<file path="config.mk">
export PLATFORM = sky130hd
export DESIGN_NAME = msc_cmd
export DESIGN_NICKNAME = d
export VERILOG_FILES = /design/src/design/msc_cmd.v /design/src/design/msc_err_buf.v /design/src/design/msc_sync.v
export VERILOG_INCLUDE_DIRS = /design/src /design/src/common
export SDC_FILE = /design/constraint.sdc
export NUM_CORES = 1
export LEC_CHECK = 0
export ABC_CLOCK_PERIOD_IN_PS = 6800
export BUFFER_PORTS_ARGS = -buffer_cell sky130_fd_sc_hd__buf_2
export CORE_AREA = 2 2 83 85
export DETAILED_ROUTE_END_ITERATION = 12
export DIE_AREA = 0 0 85 87
export PLACE_DENSITY_LB_ADDON = 0.05
export RECOVER_POWER = 50
export SYNTH_ARGS = -nofsm -noshare
export SYNTH_HDL_FRONTEND = slang
export SYNTH_SLANG_ARGS = --single-unit
</file>
<file path="constraint.sdc">
create_clock -name mclk -period 6.8 [get_ports mclk]
set_input_delay 0 -clock mclk [delete_from_list [all_inputs] [get_ports mclk]]
set_output_delay 0 -clock mclk [all_outputs]
set_load 0.05 [all_outputs]
</file>
<file path="src/common/msc_defs.vh">
// Constants for the sense and status command interpreter.
`ifndef MSC_DEFS_VH
`define MSC_DEFS_VH
`define MSC_OP_AVG_SET 4'h1
`define MSC_OP_AVG_QRY 4'h2
`define MSC_OP_ZERO 4'h3
`define MSC_OP_COMP_SET 4'h4
`define MSC_OP_COMP_QRY 4'h5
`define MSC_OP_SRE_SET 4'h6
`define MSC_OP_SRE_QRY 4'h7
`define MSC_OP_STB_QRY 4'h8
`define MSC_OP_ESE_SET 4'h9
`define MSC_OP_ESE_QRY 4'ha
`define MSC_OP_ESR_QRY 4'hb
`define MSC_OP_OPC 4'hc
`define MSC_OP_RST 4'hd
`define MSC_OP_TST_QRY 4'he
`define MSC_OP_CLS 4'hf
`define MSC_AVG_MIN 16'h0001
`define MSC_AVG_MAX 16'h0063
`define MSC_BYTE_MAX 16'h00ff
`define MSC_AVG_RST 7'h01
`define MSC_COMP_RST 1'b1
`define MSC_SRE_RST 8'h00
`define MSC_ESE_RST 8'h00
`define MSC_TST_ANSWER 16'h0001
`define MSC_ERR_RANGE 8'h01
`define MSC_ERR_MODE 8'h02
`define MSC_ERR_UNKNOWN 8'h03
`define MSC_ESR_EXE_BIT 4
`define MSC_ESR_CMD_BIT 5
`define MSC_STB_EAV_BIT 2
`define MSC_STB_ESB_BIT 5
`define MSC_STB_MSS_BIT 6
`endif

</file>
<file path="src/design/msc_cmd.v">
// Sense setting and standard status command interpreter.
`timescale 1ns/1ps
`default_nettype none
`include "msc_defs.vh"
// Overview of operation
// - The averaging count accepts and reports only whole values from 1 to 99.
// - Averaging-count, zero-offset and compensation commands are refused in calibration mode or during a measurement.
// - The zero-offset command starts a zero-offset measurement for manual offset mode, with no parameter and no query.
// - The compensation command turns automatic compensation on for 1 and off for 0, and its query answers 1 or 0.
// - A written service-request enable value from 0 to 255 is stored and returned by its query.
// - The status byte is read only by query and answers a value from 0 to 255.
// - A written event-status enable value from 0 to 255 is stored and returned by its query.
// - The standard event-status register is read only by query and answers a value from 0 to 255.
// - The operation-complete command is accepted and does nothing.
// - The reset command restores the averaging count and compensation to their initial state but leaves the status enables and serial port setup alone.
// - The self-test query runs no test and always answers 1.
// - The clear-status command empties the error buffer and zeroes the status byte and all event registers.
module msc_cmd #(
   parameter ERR_DEPTH_LOG2 = 3
) (
   input wire mclk,
   input wire sys_rst,
   input wire cmd_valid,
   input wire [3:0] cmd_op,
   input wire [15:0] cmd_param,
   input wire cal_mode_pin,
   input wire meas_busy_pin,
   input wire oper_event_in,
   input wire ques_event_in,
   input wire err_pop,
   output reg [15:0] rsp_data,
   output reg rsp_valid,
   output reg cmd_done,
   output reg cmd_error,
   output reg [6:0] avg_count,
   output reg auto_comp_on,
   output reg manual_offset_mode,
   output reg zero_start,
   output reg oper_event_reg,
   output reg ques_event_reg,
   output reg [7:0] err_code,
   output reg err_avail
);
   reg [7:0] sre_reg;
   reg [7:0] ese_reg;
   reg [7:0] esr_reg;
   reg [7:0] sre_next;
   reg [7:0] ese_next;
   reg [7:0] esr_next;
   reg [6:0] avg_next;
   reg comp_next;
   reg zero_next;
   reg [15:0] rsp_next;
   reg rsp_v_next;
   reg err_next;
   reg [7:0] err_code_next;
   reg push_next;
   reg cls_next;
   wire cal_mode;
   wire meas_busy;
   wire buf_not_empty;
   wire [7:0] buf_code;
   reg [7:0] stb_value;
   reg [7:0] stb_sum;
   wire restricted;
   wire locked;
   wire ess_bit;

   msc_sync u_sync_cal (
      .mclk(mclk),
      .sys_rst(sys_rst),
      .d_in(cal_mode_pin),
      .q_out(cal_mode)
   );
   msc_sync u_sync_busy (
      .mclk(mclk),
      .sys_rst(sys_rst),
      .d_in(meas_busy_pin),
      .q_out(meas_busy)
   );
   msc_err_buf #(
      .DEPTH_LOG2(ERR_DEPTH_LOG2)
   ) u_err (
      .mclk(mclk),
      .sys_rst(sys_rst),
      .clear(cls_next),
      .push(push_next),
      .push_code(err_code_next),
      .pop(err_pop),
      .pop_code(buf_code),
      .not_empty(buf_not_empty)
   );

   // The status byte is assembled live from its summaries so it never goes stale.
   assign ess_bit = |(esr_reg & ese_reg);
   // Bits sit at their named positions, so the service mask always lines up with the byte it reads.
   always @* begin
      stb_sum = 8'h00;
      stb_sum[`MSC_STB_EAV_BIT] = buf_not_empty;
      stb_sum[`MSC_STB_ESB_BIT] = ess_bit;
      stb_value = stb_sum;
      stb_value[`MSC_STB_MSS_BIT] = |(stb_sum & sre_reg);
   end
   assign restricted = (cmd_op == `MSC_OP_AVG_SET) || (cmd_op == `MSC_OP_ZERO) ||
      (cmd_op == `MSC_OP_COMP_SET);
   assign locked = cal_mode || meas_busy;

   always @* begin
      sre_next = sre_reg;
      ese_next = ese_reg;
      esr_next = esr_reg;
      avg_next = avg_count;
      comp_next = auto_comp_on;
      zero_next = 1'b0;
      rsp_next = rsp_data;
      rsp_v_next = 1'b0;
      err_next = 1'b0;
      err_code_next = 8'h00;
      push_next = 1'b0;
      cls_next = 1'b0;
      if (cmd_valid) begin
         if (restricted && locked) begin
            err_next = 1'b1;
            err_code_next = `MSC_ERR_MODE;
            esr_next[`MSC_ESR_EXE_BIT] = 1'b1;
         end else begin
            case (cmd_op)
               `MSC_OP_AVG_SET: begin
                  if (cmd_param >= `MSC_AVG_MIN && cmd_param <= `MSC_AVG_MAX) begin
                     avg_next = cmd_param[6:0];
                  end else begin
                     err_next = 1'b1;
                     err_code_next = `MSC_ERR_RANGE;
                     esr_next[`MSC_ESR_EXE_BIT] = 1'b1;
                  end
               end
               `MSC_OP_AVG_QRY: begin
                  rsp_next = {9'h000, avg_count};
                  rsp_v_next = 1'b1;
               end
               `MSC_OP_ZERO: begin
                  zero_next = 1'b1;
               end
               `MSC_OP_COMP_SET: begin
                  if (cmd_param <= 16'h0001) begin
                     comp_next = cmd_param[0];
                  end else begin
                     err_next = 1'b1;
                     err_code_next = `MSC_ERR_RANGE;
                     esr_next[`MSC_ESR_EXE_BIT] = 1'b1;
                  end
               end
               `MSC_OP_COMP_QRY: begin
                  rsp_next = {15'h0000, auto_comp_on};
                  rsp_v_next = 1'b1;
               end
               `MSC_OP_SRE_SET: begin
                  if (cmd_param <= `MSC_BYTE_MAX) begin
                     sre_next = cmd_param[7:0];
                  end else begin
                     err_next = 1'b1;
                     err_code_next = `MSC_ERR_RANGE;
                     esr_next[`MSC_ESR_EXE_BIT] = 1'b1;
                  end
               end
               `MSC_OP_SRE_QRY: begin
                  rsp_next = {8'h00, sre_reg};
                  rsp_v_next = 1'b1;
               end
               `MSC_OP_STB_QRY: begin
                  rsp_next = {8'h00, stb_value};
                  rsp_v_next = 1'b1;
               end
               `MSC_OP_ESE_SET: begin
                  if (cmd_param <= `MSC_BYTE_MAX) begin
                     ese_next = cmd_param[7:0];
                  end else begin
                     err_next = 1'b1;
                     err_code_next = `MSC_ERR_RANGE;
                     esr_next[`MSC_ESR_EXE_BIT] = 1'b1;
                  end
               end
               `MSC_OP_ESE_QRY: begin
                  rsp_next = {8'h00, ese_reg};
                  rsp_v_next = 1'b1;
               end
               `MSC_OP_ESR_QRY: begin
                  rsp_next = {8'h00, esr_reg};
                  rsp_v_next = 1'b1;
                  esr_next = 8'h00;
               end
               `MSC_OP_OPC: begin
                  rsp_next = rsp_data;
               end
               `MSC_OP_RST: begin
                  // Only the measurement settings go back; status and serial setup are kept.
                  avg_next = `MSC_AVG_RST;
                  comp_next = `MSC_COMP_RST;
               end
               `MSC_OP_TST_QRY: begin
                  rsp_next = `MSC_TST_ANSWER;
                  rsp_v_next = 1'b1;
               end
               `MSC_OP_CLS: begin
                  cls_next = 1'b1;
                  esr_next = 8'h00;
               end
               default: begin
                  err_next = 1'b1;
                  err_code_next = `MSC_ERR_UNKNOWN;
                  esr_next[`MSC_ESR_CMD_BIT] = 1'b1;
               end
            endcase
         end
         push_next = err_next;
      end
   end

   always @(posedge mclk) begin
      if (sys_rst) begin
         sre_reg <= `MSC_SRE_RST;
         ese_reg <= `MSC_ESE_RST;
         esr_reg <= 8'h00;
         avg_count <= `MSC_AVG_RST;
         auto_comp_on <= `MSC_COMP_RST;
         manual_offset_mode <= ~`MSC_COMP_RST;
         zero_start <= 1'b0;
         rsp_data <= 16'h0000;
         rsp_valid <= 1'b0;
         cmd_done <= 1'b0;
         cmd_error <= 1'b0;
         oper_event_reg <= 1'b0;
         ques_event_reg <= 1'b0;
         err_code <= 8'h00;
         err_avail <= 1'b0;
      end else begin
         sre_reg <= sre_next;
         ese_reg <= ese_next;
         esr_reg <= esr_next;
         avg_count <= avg_next;
         auto_comp_on <= comp_next;
         manual_offset_mode <= ~comp_next;
         zero_start <= zero_next;
         rsp_data <= rsp_next;
         rsp_valid <= rsp_v_next;
         cmd_done <= cmd_valid;
         cmd_error <= err_next;
         // A new event in the clear cycle survives the clear.
         oper_event_reg <= oper_event_in | (oper_event_reg & ~cls_next);
         ques_event_reg <= ques_event_in | (ques_event_reg & ~cls_next);
         err_code <= buf_code;
         err_avail <= buf_not_empty;
      end
   end
endmodule // msc_cmd
`default_nettype wire

</file>
<file path="src/design/msc_err_buf.v">
// Error code buffer with registered read data.
`timescale 1ns/1ps
`default_nettype none
module msc_err_buf #(
   parameter DEPTH_LOG2 = 3
) (
   input wire mclk,
   input wire sys_rst,
   input wire clear,
   input wire push,
   input wire [7:0] push_code,
   input wire pop,
   output reg [7:0] pop_code,
   output wire not_empty
);
   localparam DEPTH = 1 << DEPTH_LOG2;
   reg [7:0] mem [0:DEPTH-1];
   reg [DEPTH_LOG2-1:0] wr_reg;
   reg [DEPTH_LOG2-1:0] rd_reg;
   reg [DEPTH_LOG2:0] cnt_reg;
   wire do_push;
   wire do_pop;
   // When full, newest errors are dropped so the oldest stay readable.
   assign do_push = push && (cnt_reg != DEPTH[DEPTH_LOG2:0]);
   assign do_pop = pop && (cnt_reg != {(DEPTH_LOG2+1){1'b0}});
   assign not_empty = (cnt_reg != {(DEPTH_LOG2+1){1'b0}});
   always @(posedge mclk) begin
      if (do_push && !clear) begin
         mem[wr_reg] <= push_code;
      end
   end
   always @(posedge mclk) begin
      if (sys_rst || clear) begin
         wr_reg <= {DEPTH_LOG2{1'b0}};
         rd_reg <= {DEPTH_LOG2{1'b0}};
         cnt_reg <= {(DEPTH_LOG2+1){1'b0}};
         pop_code <= 8'h00;
      end else begin
         if (do_push) begin
            wr_reg <= wr_reg + 1'b1;
         end
         if (do_pop) begin
            rd_reg <= rd_reg + 1'b1;
            pop_code <= mem[rd_reg];
         end else if (pop) begin
            pop_code <= 8'h00;
         end
         cnt_reg <= cnt_reg + {{DEPTH_LOG2{1'b0}}, do_push} - {{DEPTH_LOG2{1'b0}}, do_pop};
      end
   end
endmodule // msc_err_buf
`default_nettype wire

</file>
<file path="src/design/msc_sync.v">
// Two-flop synchroniser for pin-level inputs.
`timescale 1ns/1ps
`default_nettype none
module msc_sync (
   input wire mclk,
   input wire sys_rst,
   input wire d_in,
   output reg q_out
);
   reg meta_reg;
   always @(posedge mclk) begin
      if (sys_rst) begin
         meta_reg <= 1'b0;
         q_out <= 1'b0;
      end else begin
         meta_reg <= d_in;
         q_out <= meta_reg;
      end
   end
endmodule // msc_sync
`default_nettype wire
</file>
# After elaboration in Yosys (flattened, before gate mapping)
# Memories as Yosys holds them, arrays and structs flattened. A register that Yosys moved wholly into a read port is not among the register bits.
# Index checks and enable logic that the tools add are counted.
# op_classes
n_div	0
shift	0
order_cmp	4
bitwise	11
mul	0
n_eq_ne	20
n_reduce_logical	29
n_mux	36
add_sub_neg	4
# ops
cell	count
one-hot mux 16 bit (7 select lines)	1
equality test 4 bit (second input constant)	8
two-way mux 8 bit	4
one-hot mux 8 bit (4 select lines)	1
two-way mux 1 bit	22
AND 6 x 8 -> 8 bit	2
equality test 4 x 3 -> 1 bit (second input constant)	4
greater-or-equal comparator 16 x 1 -> 1 bit (second input constant)	1
<= comparator 16 x 1 -> 1 bit (second input constant)	1
<= comparator 16 x 7 -> 1 bit (second input constant)	1
<= comparator 16 x 8 -> 1 bit (second input constant)	1
OR reduction 8 bit	2
one-hot mux 7 bit (2 select lines)	1
OR reduction 13 bit	1
AND reduction 4 bit	3
OR reduction 11 bit	1
!= test 3 bit (second input constant)	3
equality test 4 x 2 -> 1 bit (second input constant)	2
one-hot mux 1 bit (4 select lines)	2
two-way mux 7 bit	1
nonzero test 7 bit	1
OR reduction 7 bit	1
adder 3 x 1 -> 3 bit (second input constant)	2
two-way mux 3 bit	2
19 further kinds	36
# totals
mem_count	1
ff_bits	80
mem_bits_ro	0
out_inout_bits	40
inputBits	28
latch_bits	0
word_cells	129
ramBits	64
# memory_table
name	words	width	read_ports	rd_clocked_by_memory_dff	write_ports	line_no	source
u_err.mem	8	8	1	1	1	msc_err_buf.v:17	reg [7:0] mem [0:DEPTH-1];

# Depth between registers and ports, before layout
# depth
ltp_word	10
depth_mapped	12
depth_no_buf	12

# Hierarchy
# A second synthesis with hierarchy kept.
# unflattened
cells_unflattened	496
area_unflattened_um2	5915.7
# by_module_without_submodules
mod	area_per_inst_um2	instances	cells_per_inst	seq_area_each_um2
msc_err_buf	3483.3	1	222	2342.2
msc_cmd	2327.2	1	266	1001.0
msc_sync	52.6	2	4	40.0

# Worst setup path after synthesis
# No wires, ideal clock.
# synth_path
path_type	register -> register
from	reg u_err.cnt_reg[2]
to	reg u_err.cnt_reg[2]
slack_ns	4.437
arrival_ns	2.242
required_ns	6.678
n_path_buf	0
stages_incl_launch_ff	12
setup_time_ns	0.122
synth_period_minus_slack_ns	2.363
path_cell_list	dfxtp_1 -> inv_1 -> ha_1 -> or3b_2 -> nand2_1 -> inv_1 -> ha_1 -> inv_1 -> ha_1 -> fa_1 -> xnor2_1 -> nor2_1
# synth_between
elab_cells_between_ends	6
classes_between	add/sub (2); eq/ne (1); reduce/logical (3)
# synth_rtl
element	line_no	source
start: declaration	msc_err_buf.v:20	reg [DEPTH_LOG2:0] cnt_reg;
start signal: assignment	msc_err_buf.v:36	cnt_reg <= {(DEPTH_LOG2+1){1'b0}};
start signal: assignment	msc_err_buf.v:48	cnt_reg <= cnt_reg + {{DEPTH_LOG2{1'b0}}, do_push} - {{DEPTH_LOG2{1'b0}}, do_pop};
nonzero test 4 bit	msc_err_buf.v:25	assign do_pop = pop && (cnt_reg != {(DEPTH_LOG2+1){1'b0}});
logical AND 1 bit	msc_err_buf.v:25	
via u_err.do_pop	msc_err_buf.v:22	wire do_pop;
subtractor 4 x 1 -> 4 bit	msc_err_buf.v:48	
# The timed path passes the listed nets, and every way through them passes these cells.
# A chain may end at the register's enable or synchronous reset.

# Worst setup path in the final report
# layout_path
from	in cmd_param[1]
to	reg u_err.cnt_reg[2]
# layout_between
elab_chain_cells	9
elab_cells_between_ends	14
classes_between	add/sub (2); order compare (4); mux (6); reduce/logical (2)
# layout_rtl
element	line_no	source
start: declaration	msc_cmd.v:25	input wire [15:0] cmd_param,
greater-or-equal comparator 16 x 1 -> 1 bit (no source line) or <= comparator 16 x 7 -> 1 bit (tied branches)	n/a	
logical AND 1 bit (no source line)	n/a	
two-way mux 1 bit	msc_cmd.v:129	if (cmd_param >= `MSC_AVG_MIN && cmd_param <= `MSC_AVG_MAX) begin
one-hot mux 1 bit (4 select lines) (*)	msc_cmd.v:127	case (cmd_op)
two-way mux 1 bit (*)	msc_cmd.v:122	if (restricted && locked) begin
two-way mux 1 bit (*)	n/a	
logical AND 1 bit (*)	msc_err_buf.v:24	assign do_push = push && (cnt_reg != DEPTH[DEPTH_LOG2:0]);
adder 4 x 1 -> 4 bit (*)	msc_err_buf.v:48	
subtractor 4 x 1 -> 4 bit (*)	msc_err_buf.v:48	
# Mark *: on every way between the ends. The rest lies on a longest branch, timed or not.

==> flow_summary.yaml <==
clock_tree:
  cts_tree: "done"
  root_buffer: "clkbuf_8"
  cts_hold_buf: 13
  clockBufferDepth: 2
  htreeDepth: 3
  clkTransAtPathRegs_ns: 0.09
  cts_sinks: 79
  cts_resized: 0
  cts_buffers: 9
  postCtsSetupBuffers: 0
  insertion_delay_ns: 0.36
setup_path:
  crit_buf_inv: 3
  crit_end: "u_err.cnt_reg[2]$_SDFF_PP0_"
  end_kind: "flop"
  rr_startpoint: "u_err.cnt_reg[2]$_SDFF_PP0_"
  r2r-end: "u_err.cnt_reg[2]$_SDFF_PP0_"
  crit_type: "input port to flop"
  startpoint: "cmd_param[1]"
  path_depth: 11
  r2r_slack_ns: 4.24
  required_ns: 7.04
  rr_worst_depth: 11
  cp_data_arrival_time_ns: 3.03
  cp_slowest_stage_delay_ns: 0.54
  critical-path-top-delay-family: "compound AO/OA/AOI/OAI gates"
  start_kind: "input port"
  cp_max_fo: 9
  critPathSlowestCell: "dlygate4sd3_1"
  path_cells: "dlygate4sd3_1, buf_2, nor3_1, nand4_1, a221o_1, o31ai_4, inv_4, ha_1, fa_1, xnor2_1, nor2_1"
timing:
  finClkSkew_ns: 0.0140
  hold_violations: 0
  rsz0062_at_grt: "no"
  fmax_mhz: 359
  setup_viol: 0
  max-slew-margin-rel_pct: -34.2
  setup_tns_ns: 0
  slew_viol_final: 49
  layout_min_cycle_time_ns: 2.79
  fin_crit_sh_pct: 41.0
  worst_slew_pin_slew_ns: 2.01
detailed_routing:
  routed_wl_mm: 8.24
  wl_met2_mm: 4.18
  routed-wl-met3_um: 265
  dr.pass1.iters: 4
  wl_met1_mm: 3.68
  via_count: 2914
  drtIter0Drc: 114
  ant_nets: 0
  vias_per_cell: 5.60
  wl_per_cell_um: 15.8
  dr.max_layer_used: "met4"
  drc: 0
grt:
  grt_pass1_wl_mm: 13.2
  grt_max_degree: 49
  grt_pass1_vias: 2714
  track_usage_pct: 22.9
  grt_overflow: 0
  antenna_found_initial: 0
synthesis:
  synthDominantCellAreaShare_pct: 33.0
  synthTopCellsByArea: "dfxtp_1 (33%), edfxtp_1 (13%), mux2i_1 (7.6%)"
  avgSynthCellArea_um2: 10.1
  synth_seq_cells: 79
  synth_area_um2: 3820
  synth-async-reset-ratio_pct: 0
  syn_inst: 378
  ys_seq_area_share_pct: 45.5
  synth_edf_count: 16
  synth_cell_type_count: 64
  yosysTopAreaCell: "dfxtp_1"
  synth_flop_cell: "dfxtp_1"
  yosys_warnings: 0
floorplanning:
  fp.dieW_um: 85
  dieArea_um2: 7400
  pin_count: 68
  die_h_um: 87
  core_area_um2: 6570
  start_util_pct: 58.2
  rows: 30
finish:
  largest_reg_flops: 16
  final_cells: 520
  final_cell_mix: "dfxtp_1 (63), nor2_1 (35), mux2i_1 (29)"
  drive_gt1_share_pct: 13.2
  postLayoutCellArea_um2: 4360
  diodes: 0
  final_common_cell: "dfxtp_1"
  layout-area-overhead-vs-synth_pct: 14.0
  fin_nets: 472
  largest_register: "u_err.mem"
  finalCoreUtilization_pct: 66.4
hold_path:
  min_path_type: "input port to flop"
status:
  outcome: "finished, violations left"
  violations: "max-capacitance violations, max-slew violations"
placed_design:
  placed_cell_area_um2: 4020
  place_inst: 491
  place_congestion: 0.906
  dpl.hpwl_mm: 5.80
  numPortBuffers: 53
pwr:
  power_density_nw_per_um2: 280
  vdd_drop_max_uv: 266
  p_leak_nw: 1.72
job:
  maxCapViolations: 1
per-stage QoR:
stage / setup slack, ns / power (W) / hold slack, ns
floorplan: 4.44 / 0.000757 / 0.117
global placement: 4.19 / 0.000804 / 0.208
detailed placement: 4.15 / 0.000810 / 0.216
CTS: 4.05 / 0.00123 / 0.0604
global route: 3.86 / 0.00128 / 0.0831
finish: 4.01 / 0.00122 / 0.0801
where the power goes:
group | leakage (nW) | internal, W | switching, W
combinational | 0.936 | 0.000101 | 0.000167
sequential | 0.661 | 0.000511 | 0.0000234
clock | 0.123 | 0.000234 | 0.000184
synthesized netlist by cell type (2+ instances only):
cell type and n:
dfxtp_1 63, nor2_1 35, mux2i_1 29, a21oi_1 28, nand2_1 21, edfxtp_1 16
buf_4 15, inv_1 13, nand2b_1 10, a211oi_1 9, clkbuf_1 9, nor2b_1 9
and2_1 8, ha_1 8, nor3_1 8, a22o_1 5, nand3_1 5, o21ai_0 5
a22oi_1 4, buf_6 4, mux4_2 4, nand4_1 4, nor4b_1 4, a41o_1 3
buf_2 3, nor3b_1 3, nor4_1 3, nor4_4 3, o22ai_1 3, or2b_1 3
a21o_1 2, a221oi_1 2, a311oi_1 2, a41oi_1 2, o21a_1 2, xnor2_1 2
xor2_1 2
worst min-delay path by stage:
stage	startpoint	end	cells after the start
2_1_floorplan	oper_event_in	oper_event_reg$_SDFF_PP0_	2
3_3_place_gp	oper_event_in	oper_event_reg$_SDFF_PP0_	3
3_5_place_dp	meas_busy_pin	u_sync_busy.meta_reg$_SDFF_PP0_	2
4_1_cts	cmd_op[0]	zero_start$_SDFF_PP0_	3
5_1_grt	cmd_op[0]	zero_start$_SDFF_PP0_	3
6_report	cmd_op[0]	zero_start$_SDFF_PP0_	3
routing by layer:
metal	GRT usage, %	vias to the layer above
met4	6.93	0
met1	28.6	1395
li1	-	1453
met5	0	-
met3	4.55	11
met2	40.3	55
area by class of cell:
| class | count | area, um2 |
|---|---|---|
| multi-input combinational | 265 | 1860 |
| inverter | 14 | 55.1 |
| timing repair buffer | 66 | 360 |
| sequential | 79 | 1740 |
| fill | 552 | 2210 |
| clock inverter | 6 | 95.1 |
| tap | 80 | 100 |
| clock buffer | 10 | 149 |
worst reg2reg max path: stages, from the launching register on:
cell and delay [ns]:
dfxtp_1 0.31, inv_1 0.09, ha_1 0.16, or3b_2 0.53, nand2_1 0.19, inv_1 0.08
ha_1 0.28, inv_1 0.04, ha_1 0.20, fa_1 0.38, xnor2_1 0.15, nor2_1 0.05
logic make-up after synthesis:
| family | Yosys count | synth area share [%] |
|---|---|---|
| adder cells (fa/ha/maj) | 9 | 3.14 |
| AND/OR/NAND/NOR | 126 | 18.7 |
| buffers and inverters | 47 | 7.20 |
| other | 1 | 0.0980 |
| XOR/XNOR | 4 | 0.916 |
| multiplexers | 34 | 10.2 |
| flip-flops | 79 | 45.5 |
| AO/OA/AOI/OAI | 78 | 14.2 |
Power figures use the tool's default switching activity.
